File: config.mk
export PLATFORM = sky130hd
export DESIGN_NAME = its_translation_and_features
export DESIGN_NICKNAME = d
export VERILOG_FILES = /design/src/common/its_pkg.sv /design/src/common/table_port_if.sv /design/src/verilog/its_translation_and_features.sv /design/src/verilog/translation_tables.sv /design/src/verilog/feature_word.sv
export VERILOG_INCLUDE_DIRS = /design/src /design/src/common
export SDC_FILE = /design/constraint.sdc
export NUM_CORES = 1
export LEC_CHECK = 0
export BUFFER_PORTS_ARGS = -buffer_cell sky130_fd_sc_hd__buf_4
export CAP_MARGIN = 10
export CORE_MARGIN = 10
export CORE_UTILIZATION = 60
export DETAILED_ROUTE_END_ITERATION = 10
export PLACE_DENSITY_LB_ADDON = 0.3
export SLEW_MARGIN = 30
export SYNTH_ARGS = -nofsm -noshare
export SYNTH_HDL_FRONTEND = slang
export SYNTH_SLANG_ARGS = --single-unit
export TNS_END_PERCENT = 30
File: constraint.sdc
create_clock -name clk_in -period 5.3 [get_ports clk_in]
set_input_delay 0.53 -clock clk_in [delete_from_list [all_inputs] [get_ports clk_in]]
set_output_delay 0.53 -clock clk_in [all_outputs]
set_load 0.02 [all_outputs]
File: src/common/its_defines.svh
/* Register offsets, feature-word field positions and timing counts of the
   translation front end. Included by bare name; holds definitions only. */
// How it works
// - The 32-bit translation field written by a requester names the event.
// - Each mapped device carries its own event width, set by map_device_command.
// - Set bits above the implemented event width drop the write (or are ignored).
// - The source device identifier indexes the device table to find its table.
// - Translation register sits at 0x0040 and is write-only; reads return zero.
// - Feature register is 64-bit read-only at 0x0008; bits 63..39 read zero.
// - Bit 38 reports partition support only on revision 3.1 or later.
// - Bit 37 reports the form of the virtual element move command.
// - Bit 36 selects 16-bit collection ids or width-minus-one in bits 35..32.
// - Bits 31..24 count hardware collections; all start unmapped after reset.
// - Bit 19 says whether targets are element numbers or physical addresses.
// - Bit 18 reports local system error interrupt generation.
// - Bits 17..13 hold implemented source device identifier bits minus one.
// - Bits 12..8 hold implemented event bits minus one; writes checked against it.
// - Bits 7..4 hold translation table entry bytes minus one.
// - Bit 2 cumulative collections; zero without hardware or memory collections.
// - Bit 1 reports virtual interrupt support; zero on version 3 builds.
// - Bit 0 always reads one.
// - Writes are dropped when disabled, device bad, event out of range or unmapped.
// - A 16-bit write to the low half takes the upper half as zero.
`ifndef ITS_DEFINES_SVH
`define ITS_DEFINES_SVH
`define TRANSLATION_OFS 16'h0040
`define FEATURE_LO_OFS  16'h0008
`define FEATURE_HI_OFS  16'h000C
`define F_PARTITION     38
`define F_VMOVE_FORM    37
`define F_COLL_LIMIT    36
`define F_CIDW_LO       32
`define F_HW_COLL_LO    24
`define F_PHYS_TARGET   19
`define F_ERR_INT       18
`define F_DEVW_LO       13
`define F_EVTW_LO       8
`define F_ENTRY_LO      4
`define F_CUMULATIVE    2
`define F_VIRT          1
`define F_PHYS          0
`define WIDE_COLL_ID    16
`define ANSWER_CYCLES   2
`endif

File: src/common/its_pkg.sv
/* Types shared by the translation front end modules.
   Assumes nothing of its surroundings. */
`default_nettype none
package its_pkg;
	// Table maintenance operations on the command port
	typedef enum logic [1:0] {CMD_MAP_DEVICE, CMD_MAP_EVENT, CMD_MAP_COLLECTION} cmd_op_t;
	// Why a translation write was dropped
	typedef enum logic [2:0] {
		DROP_NONE, DROP_DISABLED, DROP_DEVICE, DROP_EXCESS,
		DROP_RANGE, DROP_EVENT, DROP_COLLECTION
	} drop_reason_t;
endpackage : its_pkg
`default_nettype wire

File: src/common/table_port_if.sv
/* Lookup and maintenance path between the front end and its tables.
   Assumes both ends run on the same clock. */
`timescale 1ns/1ps
`default_nettype none
interface table_port_if #(
	parameter int DEV_BITS  = 4,
	parameter int EVT_BITS  = 4,
	parameter int COLL_BITS = 3,
	parameter int TGT_BITS  = 16
);
	logic [DEV_BITS-1:0]  look_dev;
	logic [EVT_BITS-1:0]  look_evt;
	logic                 dev_mapped;
	logic [4:0]           dev_width;
	logic                 evt_mapped;
	logic [COLL_BITS-1:0] coll;
	logic                 coll_mapped;
	logic [TGT_BITS-1:0]  target;
	logic                 cmd_valid;
	its_pkg::cmd_op_t     cmd_op;
	logic [DEV_BITS-1:0]  cmd_dev;
	logic [EVT_BITS-1:0]  cmd_evt;
	logic [COLL_BITS-1:0] cmd_coll;
	logic [TGT_BITS-1:0]  cmd_arg;
	logic                 cmd_set;
	modport front (output look_dev, look_evt, cmd_valid, cmd_op, cmd_dev, cmd_evt,
		cmd_coll, cmd_arg, cmd_set,
		input dev_mapped, dev_width, evt_mapped, coll, coll_mapped, target);
	modport tables (input look_dev, look_evt, cmd_valid, cmd_op, cmd_dev, cmd_evt,
		cmd_coll, cmd_arg, cmd_set,
		output dev_mapped, dev_width, evt_mapped, coll, coll_mapped, target);
endinterface : table_port_if
`default_nettype wire

File: src/verilog/its_translation_and_features.sv
/* Translation front end: takes translation writes tagged with the
   writer's device identifier, checks them, looks them up and forwards
   the interrupt; serves the read-only feature register.
   Assumes the register port, command port and enable share clk_in, and
   that the interconnect attaches an unforgeable device identifier. */
`timescale 1ns/1ps
`default_nettype none
`include "its_defines.svh"
module its_translation_and_features #(
	parameter int SRC_BITS        = 16,
	parameter int DEV_BITS        = 4,
	parameter int EVT_BITS        = 4,
	parameter int COLL_BITS       = 3,
	parameter int COLL_EVENT_ID_WIDTH    = 16,
	parameter int TGT_BITS        = 16,
	parameter int ENTRY_BYTES     = 8,
	parameter bit EXCESS_DISCARD  = 1'b1,
	parameter bit REV31           = 1'b0,
	parameter bit PART_SUPPORT    = 1'b0,
	parameter bit VMOVE_SINGLE    = 1'b0,
	parameter bit WIDE_CIL        = 1'b0,
	parameter bit PHYS_TARGET     = 1'b0,
	parameter bit ERR_SUPPORT     = 1'b0,
	parameter bit MEM_COLLECTIONS = 1'b0,
	parameter bit CUMULATIVE      = 1'b0,
	parameter bit VERSION4        = 1'b0,
	parameter bit VIRT_SUPPORT    = 1'b0
) (
	// Clock and reset
	input  wire logic                   clk_in,
	input  wire logic                   rstn_in,
	// Register port
	input  wire logic                   reg_wr_in,
	input  wire logic                   reg_rd_in,
	input  wire logic [15:0]            reg_addr_in,
	input  wire logic [31:0]            reg_wdata_in,
	input  wire logic [3:0]             reg_strb_in,
	input  wire logic [SRC_BITS-1:0]    src_dev_in,
	output logic      [31:0]            reg_rdata_out,
	output logic                        reg_rvalid_out,
	// Service control
	input  wire logic                   enable_in,
	// Table maintenance
	input  wire logic                   cmd_valid_in,
	input  wire its_pkg::cmd_op_t       cmd_op_in,
	input  wire logic [DEV_BITS-1:0]    cmd_dev_in,
	input  wire logic [EVT_BITS-1:0]    cmd_evt_in,
	input  wire logic [COLL_BITS-1:0]   cmd_coll_in,
	input  wire logic [TGT_BITS-1:0]    cmd_arg_in,
	input  wire logic                   cmd_set_in,
	// Translated interrupt and drop report
	output logic                        irq_valid_out,
	output logic [EVT_BITS-1:0]         irq_event_out,
	output logic [COLL_BITS-1:0]        irq_coll_out,
	output logic [TGT_BITS-1:0]         irq_target_out,
	output logic                        irq_phys_addr_out,
	output logic                        drop_valid_out,
	output its_pkg::drop_reason_t       drop_reason_out
);
	import its_pkg::*;

	// Build options the tables and feature word cannot serve
	if (DEV_BITS < 1 || DEV_BITS > 8 || SRC_BITS <= DEV_BITS || SRC_BITS > 32)
		$error("device identifier widths out of range");
	if (EVT_BITS < 1 || EVT_BITS > 12 || COLL_BITS < 1 || COLL_BITS > 7)
		$error("event or collection width out of range");
	if (TGT_BITS < 5 || ENTRY_BYTES < 1 || ENTRY_BYTES > 16)
		$error("target width or entry size out of range");
	if (COLL_EVENT_ID_WIDTH < 1 || COLL_EVENT_ID_WIDTH > `WIDE_COLL_ID)
		$error("collection identifier width out of range");

	table_port_if #(
		.DEV_BITS  (DEV_BITS),
		.EVT_BITS  (EVT_BITS),
		.COLL_BITS (COLL_BITS),
		.TGT_BITS  (TGT_BITS)
	) tp ();

	translation_tables #(
		.DEV_BITS  (DEV_BITS),
		.EVT_BITS  (EVT_BITS),
		.COLL_BITS (COLL_BITS),
		.TGT_BITS  (TGT_BITS)
	) u_tables (
		.clk_in  (clk_in),
		.rstn_in (rstn_in),
		.tp      (tp.tables)
	);

	logic [63:0] feature;

	feature_word #(
		.DEV_BITS        (DEV_BITS),
		.EVT_BITS        (EVT_BITS),
		.COLL_BITS       (COLL_BITS),
		.COLL_EVENT_ID_WIDTH    (COLL_EVENT_ID_WIDTH),
		.REV31           (REV31),
		.PART_SUPPORT    (PART_SUPPORT),
		.VMOVE_SINGLE    (VMOVE_SINGLE),
		.WIDE_CIL        (WIDE_CIL),
		.PHYS_TARGET     (PHYS_TARGET),
		.ERR_SUPPORT     (ERR_SUPPORT),
		.ENTRY_BYTES     (ENTRY_BYTES),
		.MEM_COLLECTIONS (MEM_COLLECTIONS),
		.CUMULATIVE      (CUMULATIVE),
		.VERSION4        (VERSION4),
		.VIRT_SUPPORT    (VIRT_SUPPORT)
	) u_feature (
		.word_out (feature)
	);

	// Maintenance commands pass straight to the tables
	assign tp.cmd_valid = cmd_valid_in;
	assign tp.cmd_op    = cmd_op_in;
	assign tp.cmd_dev   = cmd_dev_in;
	assign tp.cmd_evt   = cmd_evt_in;
	assign tp.cmd_coll  = cmd_coll_in;
	assign tp.cmd_arg   = cmd_arg_in;
	assign tp.cmd_set   = cmd_set_in;

	// Write decode: any non-empty strobe at the translation offset
	logic        tr_write;
	logic [31:0] wr_value;
	assign tr_write = reg_wr_in && reg_addr_in == `TRANSLATION_OFS && |reg_strb_in;

	// Unstrobed lanes count as zero, so a half write clears the top
	always_comb begin
		wr_value = '0;
		for (int b = 0; b < 4; b++) begin
			if (reg_strb_in[b])
				wr_value[8*b +: 8] = reg_wdata_in[8*b +: 8];
		end
	end

	// Request stage: the write and the identifier that came with it
	logic                req_valid;
	logic [31:0]         req_evt;
	logic [SRC_BITS-1:0] req_src;
	logic                req_enabled;

	always_ff @(posedge clk_in or negedge rstn_in) begin
		if (!rstn_in)
			req_valid <= 1'b0;
		else
			req_valid <= tr_write;
	end

	// Payload of the request stage
	always_ff @(posedge clk_in or negedge rstn_in) begin
		if (!rstn_in) begin
			req_evt     <= '0;
			req_src     <= '0;
			req_enabled <= 1'b0;
		end else if (tr_write) begin
			req_evt     <= wr_value;
			req_src     <= src_dev_in;
			req_enabled <= enable_in;
		end
	end

	// Lookup: low device bits index the device table
	assign tp.look_dev = req_src[DEV_BITS-1:0];
	assign tp.look_evt = req_evt[EVT_BITS-1:0];

	// Checks in priority order; first failing one names the drop
	logic         src_too_wide;
	logic         evt_excess;
	logic         evt_out_range;
	logic [5:0]   range_shift;
	drop_reason_t next_reason;

	assign src_too_wide = |req_src[SRC_BITS-1:DEV_BITS];
	assign evt_excess   = |req_evt[31:EVT_BITS];
	assign range_shift  = {1'b0, tp.dev_width} + 6'h01;
	// Range follows the width given to the device when it was mapped
	assign evt_out_range = (32'(tp.look_evt) >> range_shift) != 32'h00000000;

	always_comb begin
		next_reason = DROP_NONE;
		if (!req_enabled)
			next_reason = DROP_DISABLED;
		else if (src_too_wide || !tp.dev_mapped)
			next_reason = DROP_DEVICE;
		else if (EXCESS_DISCARD && evt_excess)
			next_reason = DROP_EXCESS;
		else if (evt_out_range)
			next_reason = DROP_RANGE;
		else if (!tp.evt_mapped)
			next_reason = DROP_EVENT;
		else if (!tp.coll_mapped)
			next_reason = DROP_COLLECTION;
	end

	// Answer stage: exactly one of interrupt or drop per request
	always_ff @(posedge clk_in or negedge rstn_in) begin
		if (!rstn_in) begin
			irq_valid_out  <= 1'b0;
			drop_valid_out <= 1'b0;
		end else begin
			irq_valid_out  <= req_valid && next_reason == DROP_NONE;
			drop_valid_out <= req_valid && next_reason != DROP_NONE;
		end
	end

	// Answer payload holds until the next request is answered
	always_ff @(posedge clk_in or negedge rstn_in) begin
		if (!rstn_in) begin
			irq_event_out   <= '0;
			irq_coll_out    <= '0;
			irq_target_out  <= '0;
			drop_reason_out <= DROP_NONE;
		end else if (req_valid) begin
			irq_event_out   <= tp.look_evt;
			irq_coll_out    <= tp.coll;
			irq_target_out  <= tp.target;
			drop_reason_out <= next_reason;
		end
	end

	// Target format is fixed at build time
	always_ff @(posedge clk_in or negedge rstn_in) begin
		if (!rstn_in)
			irq_phys_addr_out <= 1'b0;
		else
			irq_phys_addr_out <= PHYS_TARGET;
	end

	// Reads: feature halves; translation and unmapped read zero
	always_ff @(posedge clk_in or negedge rstn_in) begin
		if (!rstn_in) begin
			reg_rvalid_out <= 1'b0;
			reg_rdata_out  <= '0;
		end else begin
			reg_rvalid_out <= reg_rd_in;
			if (reg_rd_in) begin
				unique case (reg_addr_in)
					`FEATURE_LO_OFS: reg_rdata_out <= feature[31:0];
					`FEATURE_HI_OFS: reg_rdata_out <= feature[63:32];
					default:         reg_rdata_out <= 32'h00000000;
				endcase
			end
		end
	end
endmodule : its_translation_and_features
`default_nettype wire

File: src/verilog/translation_tables.sv
/* Device, per-device event and hardware collection tables.
   Assumes commands and lookups arrive on the table port, same clock. */
`timescale 1ns/1ps
`default_nettype none
module translation_tables #(
	parameter int DEV_BITS  = 4,
	parameter int EVT_BITS  = 4,
	parameter int COLL_BITS = 3,
	parameter int TGT_BITS  = 16
) (
	// Clock and reset
	input wire logic clk_in,
	input wire logic rstn_in,
	// Table port
	table_port_if.tables tp
);
	import its_pkg::*;
	localparam int NDEV  = 1 << DEV_BITS;
	localparam int NEVT  = 1 << (DEV_BITS + EVT_BITS);
	localparam int NCOLL = 1 << COLL_BITS;
	logic [4:0]                   dev_width_mem [NDEV];
	logic [COLL_BITS-1:0]         evt_coll_mem  [NEVT];
	logic [TGT_BITS-1:0]          coll_tgt_mem  [NCOLL];
	logic [NDEV-1:0]              dev_ok;
	logic [NEVT-1:0]              evt_ok;
	logic [NCOLL-1:0]             coll_ok;
	logic [DEV_BITS+EVT_BITS-1:0] cmd_idx;
	logic [DEV_BITS+EVT_BITS-1:0] look_idx;
	assign cmd_idx  = {tp.cmd_dev, tp.cmd_evt};
	assign look_idx = {tp.look_dev, tp.look_evt};
	// Valid bits only are reset; everything starts unmapped
	always_ff @(posedge clk_in or negedge rstn_in) begin
		if (!rstn_in) begin
			dev_ok  <= '0;
			evt_ok  <= '0;
			coll_ok <= '0;
		end else if (tp.cmd_valid) begin
			unique case (tp.cmd_op)
				CMD_MAP_DEVICE:     dev_ok[tp.cmd_dev]   <= tp.cmd_set;
				CMD_MAP_EVENT:      evt_ok[cmd_idx]      <= tp.cmd_set;
				CMD_MAP_COLLECTION: coll_ok[tp.cmd_coll] <= tp.cmd_set;
				default: ;
			endcase
		end
	end
	// Payload arrays need no reset; valid bits guard them
	always_ff @(posedge clk_in) begin
		if (tp.cmd_valid && tp.cmd_op == CMD_MAP_DEVICE)
			dev_width_mem[tp.cmd_dev] <= tp.cmd_arg[4:0];
		if (tp.cmd_valid && tp.cmd_op == CMD_MAP_EVENT)
			evt_coll_mem[cmd_idx] <= tp.cmd_coll;
		if (tp.cmd_valid && tp.cmd_op == CMD_MAP_COLLECTION)
			coll_tgt_mem[tp.cmd_coll] <= tp.cmd_arg;
	end
	// Lookup chain: device, then its event table, then collection
	assign tp.dev_mapped  = dev_ok[tp.look_dev];
	assign tp.dev_width   = dev_width_mem[tp.look_dev];
	assign tp.evt_mapped  = evt_ok[look_idx];
	assign tp.coll        = evt_coll_mem[look_idx];
	assign tp.coll_mapped = coll_ok[tp.coll];
	assign tp.target      = coll_tgt_mem[tp.coll];
endmodule : translation_tables
`default_nettype wire

File: src/verilog/feature_word.sv
/* Builds the 64-bit feature word from build options.
   Assumes the options are legal; the top checks them. */
`timescale 1ns/1ps
`default_nettype none
`include "its_defines.svh"
module feature_word #(
	parameter int DEV_BITS = 4, EVT_BITS = 4, COLL_BITS = 3, COLL_EVENT_ID_WIDTH = 16,
	parameter bit REV31 = 1'b0, PART_SUPPORT = 1'b0, VMOVE_SINGLE = 1'b0,
	parameter bit WIDE_CIL = 1'b0, PHYS_TARGET = 1'b0, ERR_SUPPORT = 1'b0,
	parameter int ENTRY_BYTES = 8,
	parameter bit MEM_COLLECTIONS = 1'b0, CUMULATIVE = 1'b0,
	parameter bit VERSION4 = 1'b0, VIRT_SUPPORT = 1'b0
) (
	// Feature word
	output logic [63:0] word_out
);
	// Fields packed into place; unlisted bits stay zero
	always_comb begin
		word_out = '0;
		word_out[`F_PARTITION]  = REV31 & PART_SUPPORT;
		word_out[`F_VMOVE_FORM] = VMOVE_SINGLE;
		word_out[`F_COLL_LIMIT] = WIDE_CIL & MEM_COLLECTIONS;
		if (WIDE_CIL && MEM_COLLECTIONS)
			word_out[`F_CIDW_LO +: 4] = 4'(COLL_EVENT_ID_WIDTH - 1);
		word_out[`F_HW_COLL_LO +: 8] = 8'((1 << COLL_BITS) & 8'hFF);
		word_out[`F_PHYS_TARGET]     = PHYS_TARGET;
		word_out[`F_ERR_INT]         = ERR_SUPPORT;
		word_out[`F_DEVW_LO +: 5]  = 5'(DEV_BITS - 1);
		word_out[`F_EVTW_LO +: 5]  = 5'(EVT_BITS - 1);
		word_out[`F_ENTRY_LO +: 4] = 4'(ENTRY_BYTES - 1);
		word_out[`F_CUMULATIVE] = CUMULATIVE & MEM_COLLECTIONS & (COLL_BITS < 8);
		word_out[`F_VIRT] = VERSION4 & VIRT_SUPPORT;
		word_out[`F_PHYS] = 1'b1;
	end
endmodule : feature_word
`default_nettype wire

== Word level (Yosys, flattened, before mapping) ==
Memories as Yosys holds them, arrays and structs flattened. A register that Yosys moved wholly into a read port is not among the register bits.
Index checks and enable logic that the tools add are counted.

* Register bits: 375
* Latch bits: 0
* Bits in writable memories: 976
* Memory bits (read-only): 0
* Bits of input ports: 104
* Output and inout port bits: 62
* Logic and storage cells: 87
* Memories: 3

{| class="wikitable"
|+ Memory list
! name !! words !! bits a word !! rd ports !! clocked after memory_dff !! wr ports !! RTL line !! RTL
|-
| u_tables.evt_coll_mem || 256 || 3 || 1 || 0 || 1 || translation_tables.sv:22 || <nowiki>logic [COLL_BITS-1:0] evt_coll_mem [NEVT];</nowiki>
|-
| u_tables.coll_tgt_mem || 8 || 16 || 1 || 1 || 1 || translation_tables.sv:23 || <nowiki>logic [TGT_BITS-1:0] coll_tgt_mem [NCOLL];</nowiki>
|-
| u_tables.dev_width_mem || 16 || 5 || 1 || 0 || 1 || translation_tables.sv:21 || <nowiki>logic [4:0] dev_width_mem [NDEV];</nowiki>
|}

* Add/subtract/negate cells: 1
* $mul: 0
* Divide/modulo/power cells: 0
* Order comparisons: 9
* Equality and inequality tests: 4
* Shift-type cells: 1
* Muxes and demuxes: 32
* Bitwise operators: 0
* Reductions and logical operators: 23

{| class="wikitable"
|+ Operators by type and width
! kind !! count
|-
| $bwmux W256 || 1
|-
| $mux W8 || 4
|-
| $reduce_bool A32 Y1 || 1
|-
| $shr A4 B6 Y32 || 1
|-
| $mux W28 || 1
|-
| $reduce_or A28 Y1 || 1
|-
| $lt A8 B9 Y1 const B || 2
|-
| $mux W3 || 6
|-
| $bwmux W16 || 1
|-
| $eq A16 B4 Y1 const B || 1
|-
| $eq A16 B7 Y1 const B || 1
|-
| $mux W1 || 12
|-
| $reduce_or A12 Y1 || 1
|-
| $logic_and A1 B1 Y1 || 10
|-
| $lt A4 B5 Y1 const B || 2
|-
| $bmux W1 S8 || 1
|-
| $bwmux W8 || 1
|-
| $demux W1 S8 || 1
|-
| $ge A8 B1 Y1 const B || 1
|-
| $lt A3 B4 Y1 const B || 2
|-
| $add A5 B1 Y6 const B || 1
|-
| $reduce_and A2 Y1 || 3
|-
| $bmux W1 S4 || 1
|-
| $demux W1 S4 || 1
|-
| 12 further kinds || 13
|}

== Longest topological paths before layout ==
An unclocked memory read counts as a cell.

* Word-level depth: 11
* Depth in mapped cells: 18
* Depth with buffers taken out: 9

== Modules after synthesis ==
A second synthesis with hierarchy kept.

* Cell total of the unflattened synthesis: 3235
* Area total of the unflattened synthesis: 56969.6 um^2

{| class="wikitable"
|+ By module, submodules not included
! module !! instances !! cells an instance !! area each (um^2) !! seq. area each (um^2)
|-
| translation_tables || 1 || 2781 || 51667.1 || 36314.8
|-
| its_translation_and_features || 1 || 388 || 4814.6 || 2777.7
|-
| feature_word || 1 || 66 || 488.0 || 0.0
|}

== Worst setup path before layout ==
OpenSTA, ideal clock, no wires.

* Path kind: register to register
* Start: register req_evt[0]
* End: register irq_target_out[10], read port of u_tables.coll_tgt_mem
* Library setup time: 0.120 ns
* Data arrival time: 3.550 ns
* Required time: 5.180 ns
* Setup slack: 1.630 ns
* Cell stages (with the launch flop): 18
* Path buffers: 8
* Period minus slack after synthesis: 3.670 ns
* Cell sequence: dfrtp_1 -> buf_4 -> buf_6 -> buf_8 -> buf_8 -> buf_6 -> buf_2 -> mux4_2 -> a22oi_1 -> a31oi_1 -> o21ai_0 -> o2111ai_1 -> or2_2 -> buf_4 -> buf_2 -> mux2i_1 -> a22oi_1 -> a31o_2

* Longest elaborated chain between the ends: 1

{| class="wikitable"
|+ Ends and longest elaborated chain
! item !! RTL line !! RTL
|-
| from (decl) || its_translation_and_features.sv:137 || <nowiki>logic [31:0] req_evt;</nowiki>
|-
| from (signal assigned) || its_translation_and_features.sv:155 || <nowiki>req_evt <= wr_value;</nowiki>
|-
| $mem_v2 Z256 W3 || -- ||
|-
| to (decl) || its_translation_and_features.sv:55 || <nowiki>output logic [TGT_BITS-1:0] irq_target_out,</nowiki>
|}

No other way between the ends.
A chain may end at the register's enable or synchronous reset.

== Final worst setup path ==
Ends and elaborated chain as after synthesis.

==> results.cfg <==
[logic_synthesis]
synth_top_area_share = 0.534
yosysMostFrequentCell = edfxtp_1
synth_edf_count = 976
synth.avg_cell_area_um2 = 17.0
ys_seq_area_frac = 0.698
synthFlopType = edfxtp_1
synth_area_leader_cell = edfxtp_1
ys_types = 65
syn_area_um2 = 54900
ys_warn_count = 0
synthArstFlopShare = 0.269
ys_top_cells_by_area = edfxtp_1, dfrtp_1, mux4_2
ys_ff_latch = 1336
syn_inst = 3233
synth_commonest_cells = edfxtp_1, dfrtp_1, nor2_1, mux2_2, mux4_2

[timing]
postLayoutSetupSlackWorst_ns = 0.536
rsz0062_at_grt = no
timing.final.crit_share = 0.899
hold_violations = 0
slew_headroom = 0.317
fmax_mhz = 210
period_needed_ns = 4.76
drv_slew = 0
fin_skew_ns = 0.0232
fin_tns_setup_ns = 0
setup_viol = 0
worst_slew_pin_slew_ns = 1.02

[cts]
clk_pin_slew_worst_paths_ns = 0.06
cts.htree.levels = 4
cts_inserted_buffers = 134
cts_tree = yes
insertion_delay_ns = 0.74
clock-root-buffer = clkbuf_16
cts_sinks = 1336
cts_max_path_buffers = 3
cts_setup_buffers = 0

[global_routing]
antenna_found_initial = 1
grt_pass1_wl_mm = 208
grt_max_degree = 190
grt_overflow = 0
grt_pass1_vias = 32200
track_usage = 0.269

[routing]
drt-met1-wl_mm = 52.1
vias = 31300
vias_per_cell = 6.68
drt-total-wl_mm = 139
highest_layer = met5
first_iter_violations = 3643
post_drt_wl_per_cell_um = 29.8
dr.pass1.iters = 7
dr_wl_met2_mm = 67.0
postRouteAntennaNets = 0
drcViolationCount = 0
met3WireLength_mm = 13.3

[floorplanning]
initial_core_util = 0.607
die_w_um = 322
die_area_um2 = 104000
die_h_um = 322
row_count = 110
io_pins = 166
core_um2 = 90400

[finish]
n_antenna_cell = 0
syn2layout_area_growth_pct = 12.7
fillers = 5613
layout-drive-gt1-share = 0.288
nets = 3499

[setup_path]
crit_path_top_delay_cell = dfrtp_4
cp_max_fo = 22
ff2ff_path_depth = 11
startpoint_type = register
crit_type = register to register
required_ns = 5.91
cpPeakStageDelay_ns = 0.74
crit_chain = buf_12 -> buf_4 -> mux4_2 -> mux2_2 -> nand3_1 -> o2111ai_1 -> a21oi_1 -> and3_1 -> and2_1 -> a22oi_1 -> a31o_2
cp.arrival_ns = 5.37
critPathCaptureType = register

[pwr]
peakVddDrop_mv = 0.239
p_per_area_nw_per_um2 = 343
p_leak_nw = 22.7

[place]
io_buffers = 141
finalWeightedCongestion = 0.897
pre_cts_slack_ns = 0.602
hpwl_mm = 87.7

[min_path]
hp-class = input pin to register
holdPathStages = 3

[run]
cap_violations = 0

[outcome]
status = completed
==> where the power goes <==
group | switching (mW) | internal (mW)
Combinational | 0.347 | 0.153
Clock | 3.90 | 5.43
Sequential | 0.0363 | 11.3
Total | 4.29 | 16.9
==> worst paths after layout <==
| path | slack (ns) | from | end |
|---|---|---|---|
| setup / recovery | 0.54 | req_evt[0] | irq_target_out[10] |
| hold / removal | 0.03 | src_dev_in[3] | req_src[3] |
| setup reg to reg | 0.54 | req_evt[0] | irq_target_out[10] |
| hold reg to reg | 0.49 | req_src[14] | req_src[14] |
| max in group asynchronous | 3.49 | rstn_in | req_evt[0] |
| min in group asynchronous | 0.44 | rstn_in | irq_target_out[8] |
==> what timing repair did <==
item | in CTS | in global routing
hold endpoints to repair | 113 | 0
endpoints found under the setup margin | 0 | 0
hold buffers | 15 | 0
gates resized for setup | 0 | 0
==> metrics by stage <==
stage	utilization	instance area [um2]	std cells	hold slack (ns)	power [mW]
final	0.684	61800	4683	0.0341	21.2
after detailed placement	0.634	57300	4420	0.472	12.1
after CTS	0.684	61800	4683	0.00181	21.3
after global placement	0.633	57300	4417	0.461	12.0
after floorplan	-	55000	3256	0.234	11.7
after global routing	0.684	61800	4683	0.0195	21.7
==> layer usage <==
metal | GRT usage | vias up
met5 | 0 | -
met4 | 0.133 | 2
met3 | 0.0557 | 367
met2 | 0.427 | 1898
met1 | 0.354 | 16100
li1 | - | 12900
==> cell type report <==
cell class | count | area, um2 | share of cell area
Clock buffer | 185 | 3770 | 0.0609
Clock inverter | 63 | 594 | 0.00961
Inverter | 14 | 52.6 | 0.000850
Multi-Input combinational cell | 1664 | 15500 | 0.250
Sequential cell | 1336 | 38300 | 0.620
Tap cell | 1176 | 1470 | 0.0238
Timing Repair Buffer | 245 | 2170 | 0.0350
==> flip-flops by register name (all words and copies together), names as in the netlist, 3 cells and up <==
name and flops:
req_src 16, drop_reason_out 3, req_evt 32, u_tables.evt_coll_mem 768
u_tables.dev_width_mem 80, irq_target_out 16, irq_coll_out 3, u_tables.coll_ok 8
irq_event_out 4, u_tables.dev_ok 16, u_tables.evt_ok 256, u_tables.coll_tgt_mem 128
==> kinds of logic after synthesis <==
logic type	count (synthesis)	share of synthesized area
other	1	0.0000683
flip-flops	1336	0.698
multiplexers	731	0.193
AND/OR/NAND/NOR	662	0.0534
buffers and inverters	256	0.0234
AO/OA/AOI/OAI	247	0.0318
==> worst max-delay path, delay by kind of cell, from the launching register on <==
| kind | cells | cell delay [ns] |
|---|---|---|
| simple gates | 3 | 1.25 |
| compound gates | 4 | 1.27 |
| mux | 2 | 0.81 |
| flops | 1 | 0.74 |
| buf+inv | 2 | 0.51 |
==> cell usage in the layout, fill, tap and decap left out, drive strengths merged, types with 7 or more instances in the layout <==
| cell type | netlist | final |
|---|---|---|
| nor3 | 21 | 21 |
| nor2b | 34 | 34 |
| inv | 12 | 20 |
| nor4 | 27 | 27 |
| o2111ai | 7 | 7 |
| a31o | 16 | 16 |
| clkinv | 2 | 46 |
| edfxtp | 976 | 976 |
| o21ai | 51 | 51 |
| o22ai | 15 | 15 |
| o221ai | 11 | 11 |
| conb | 1 | 24 |
| nor2 | 312 | 312 |
| dfrtp | 360 | 360 |
| nand4 | 16 | 16 |
| mux2i | 196 | 196 |
| mux2 | 301 | 301 |
| nand2b | 9 | 9 |
| clkbuf | 119 | 186 |
| a31oi | 9 | 9 |
| bufinv | 0 | 9 |
| dlygate4sd3 | 0 | 15 |
| mux4 | 234 | 234 |
| nand3 | 30 | 30 |
| nand2 | 167 | 167 |
| buf | 123 | 229 |
| a21oi | 23 | 23 |
| a221oi | 18 | 18 |
| a22oi | 57 | 57 |
Note: power is estimated with default switching activity, not from simulation.
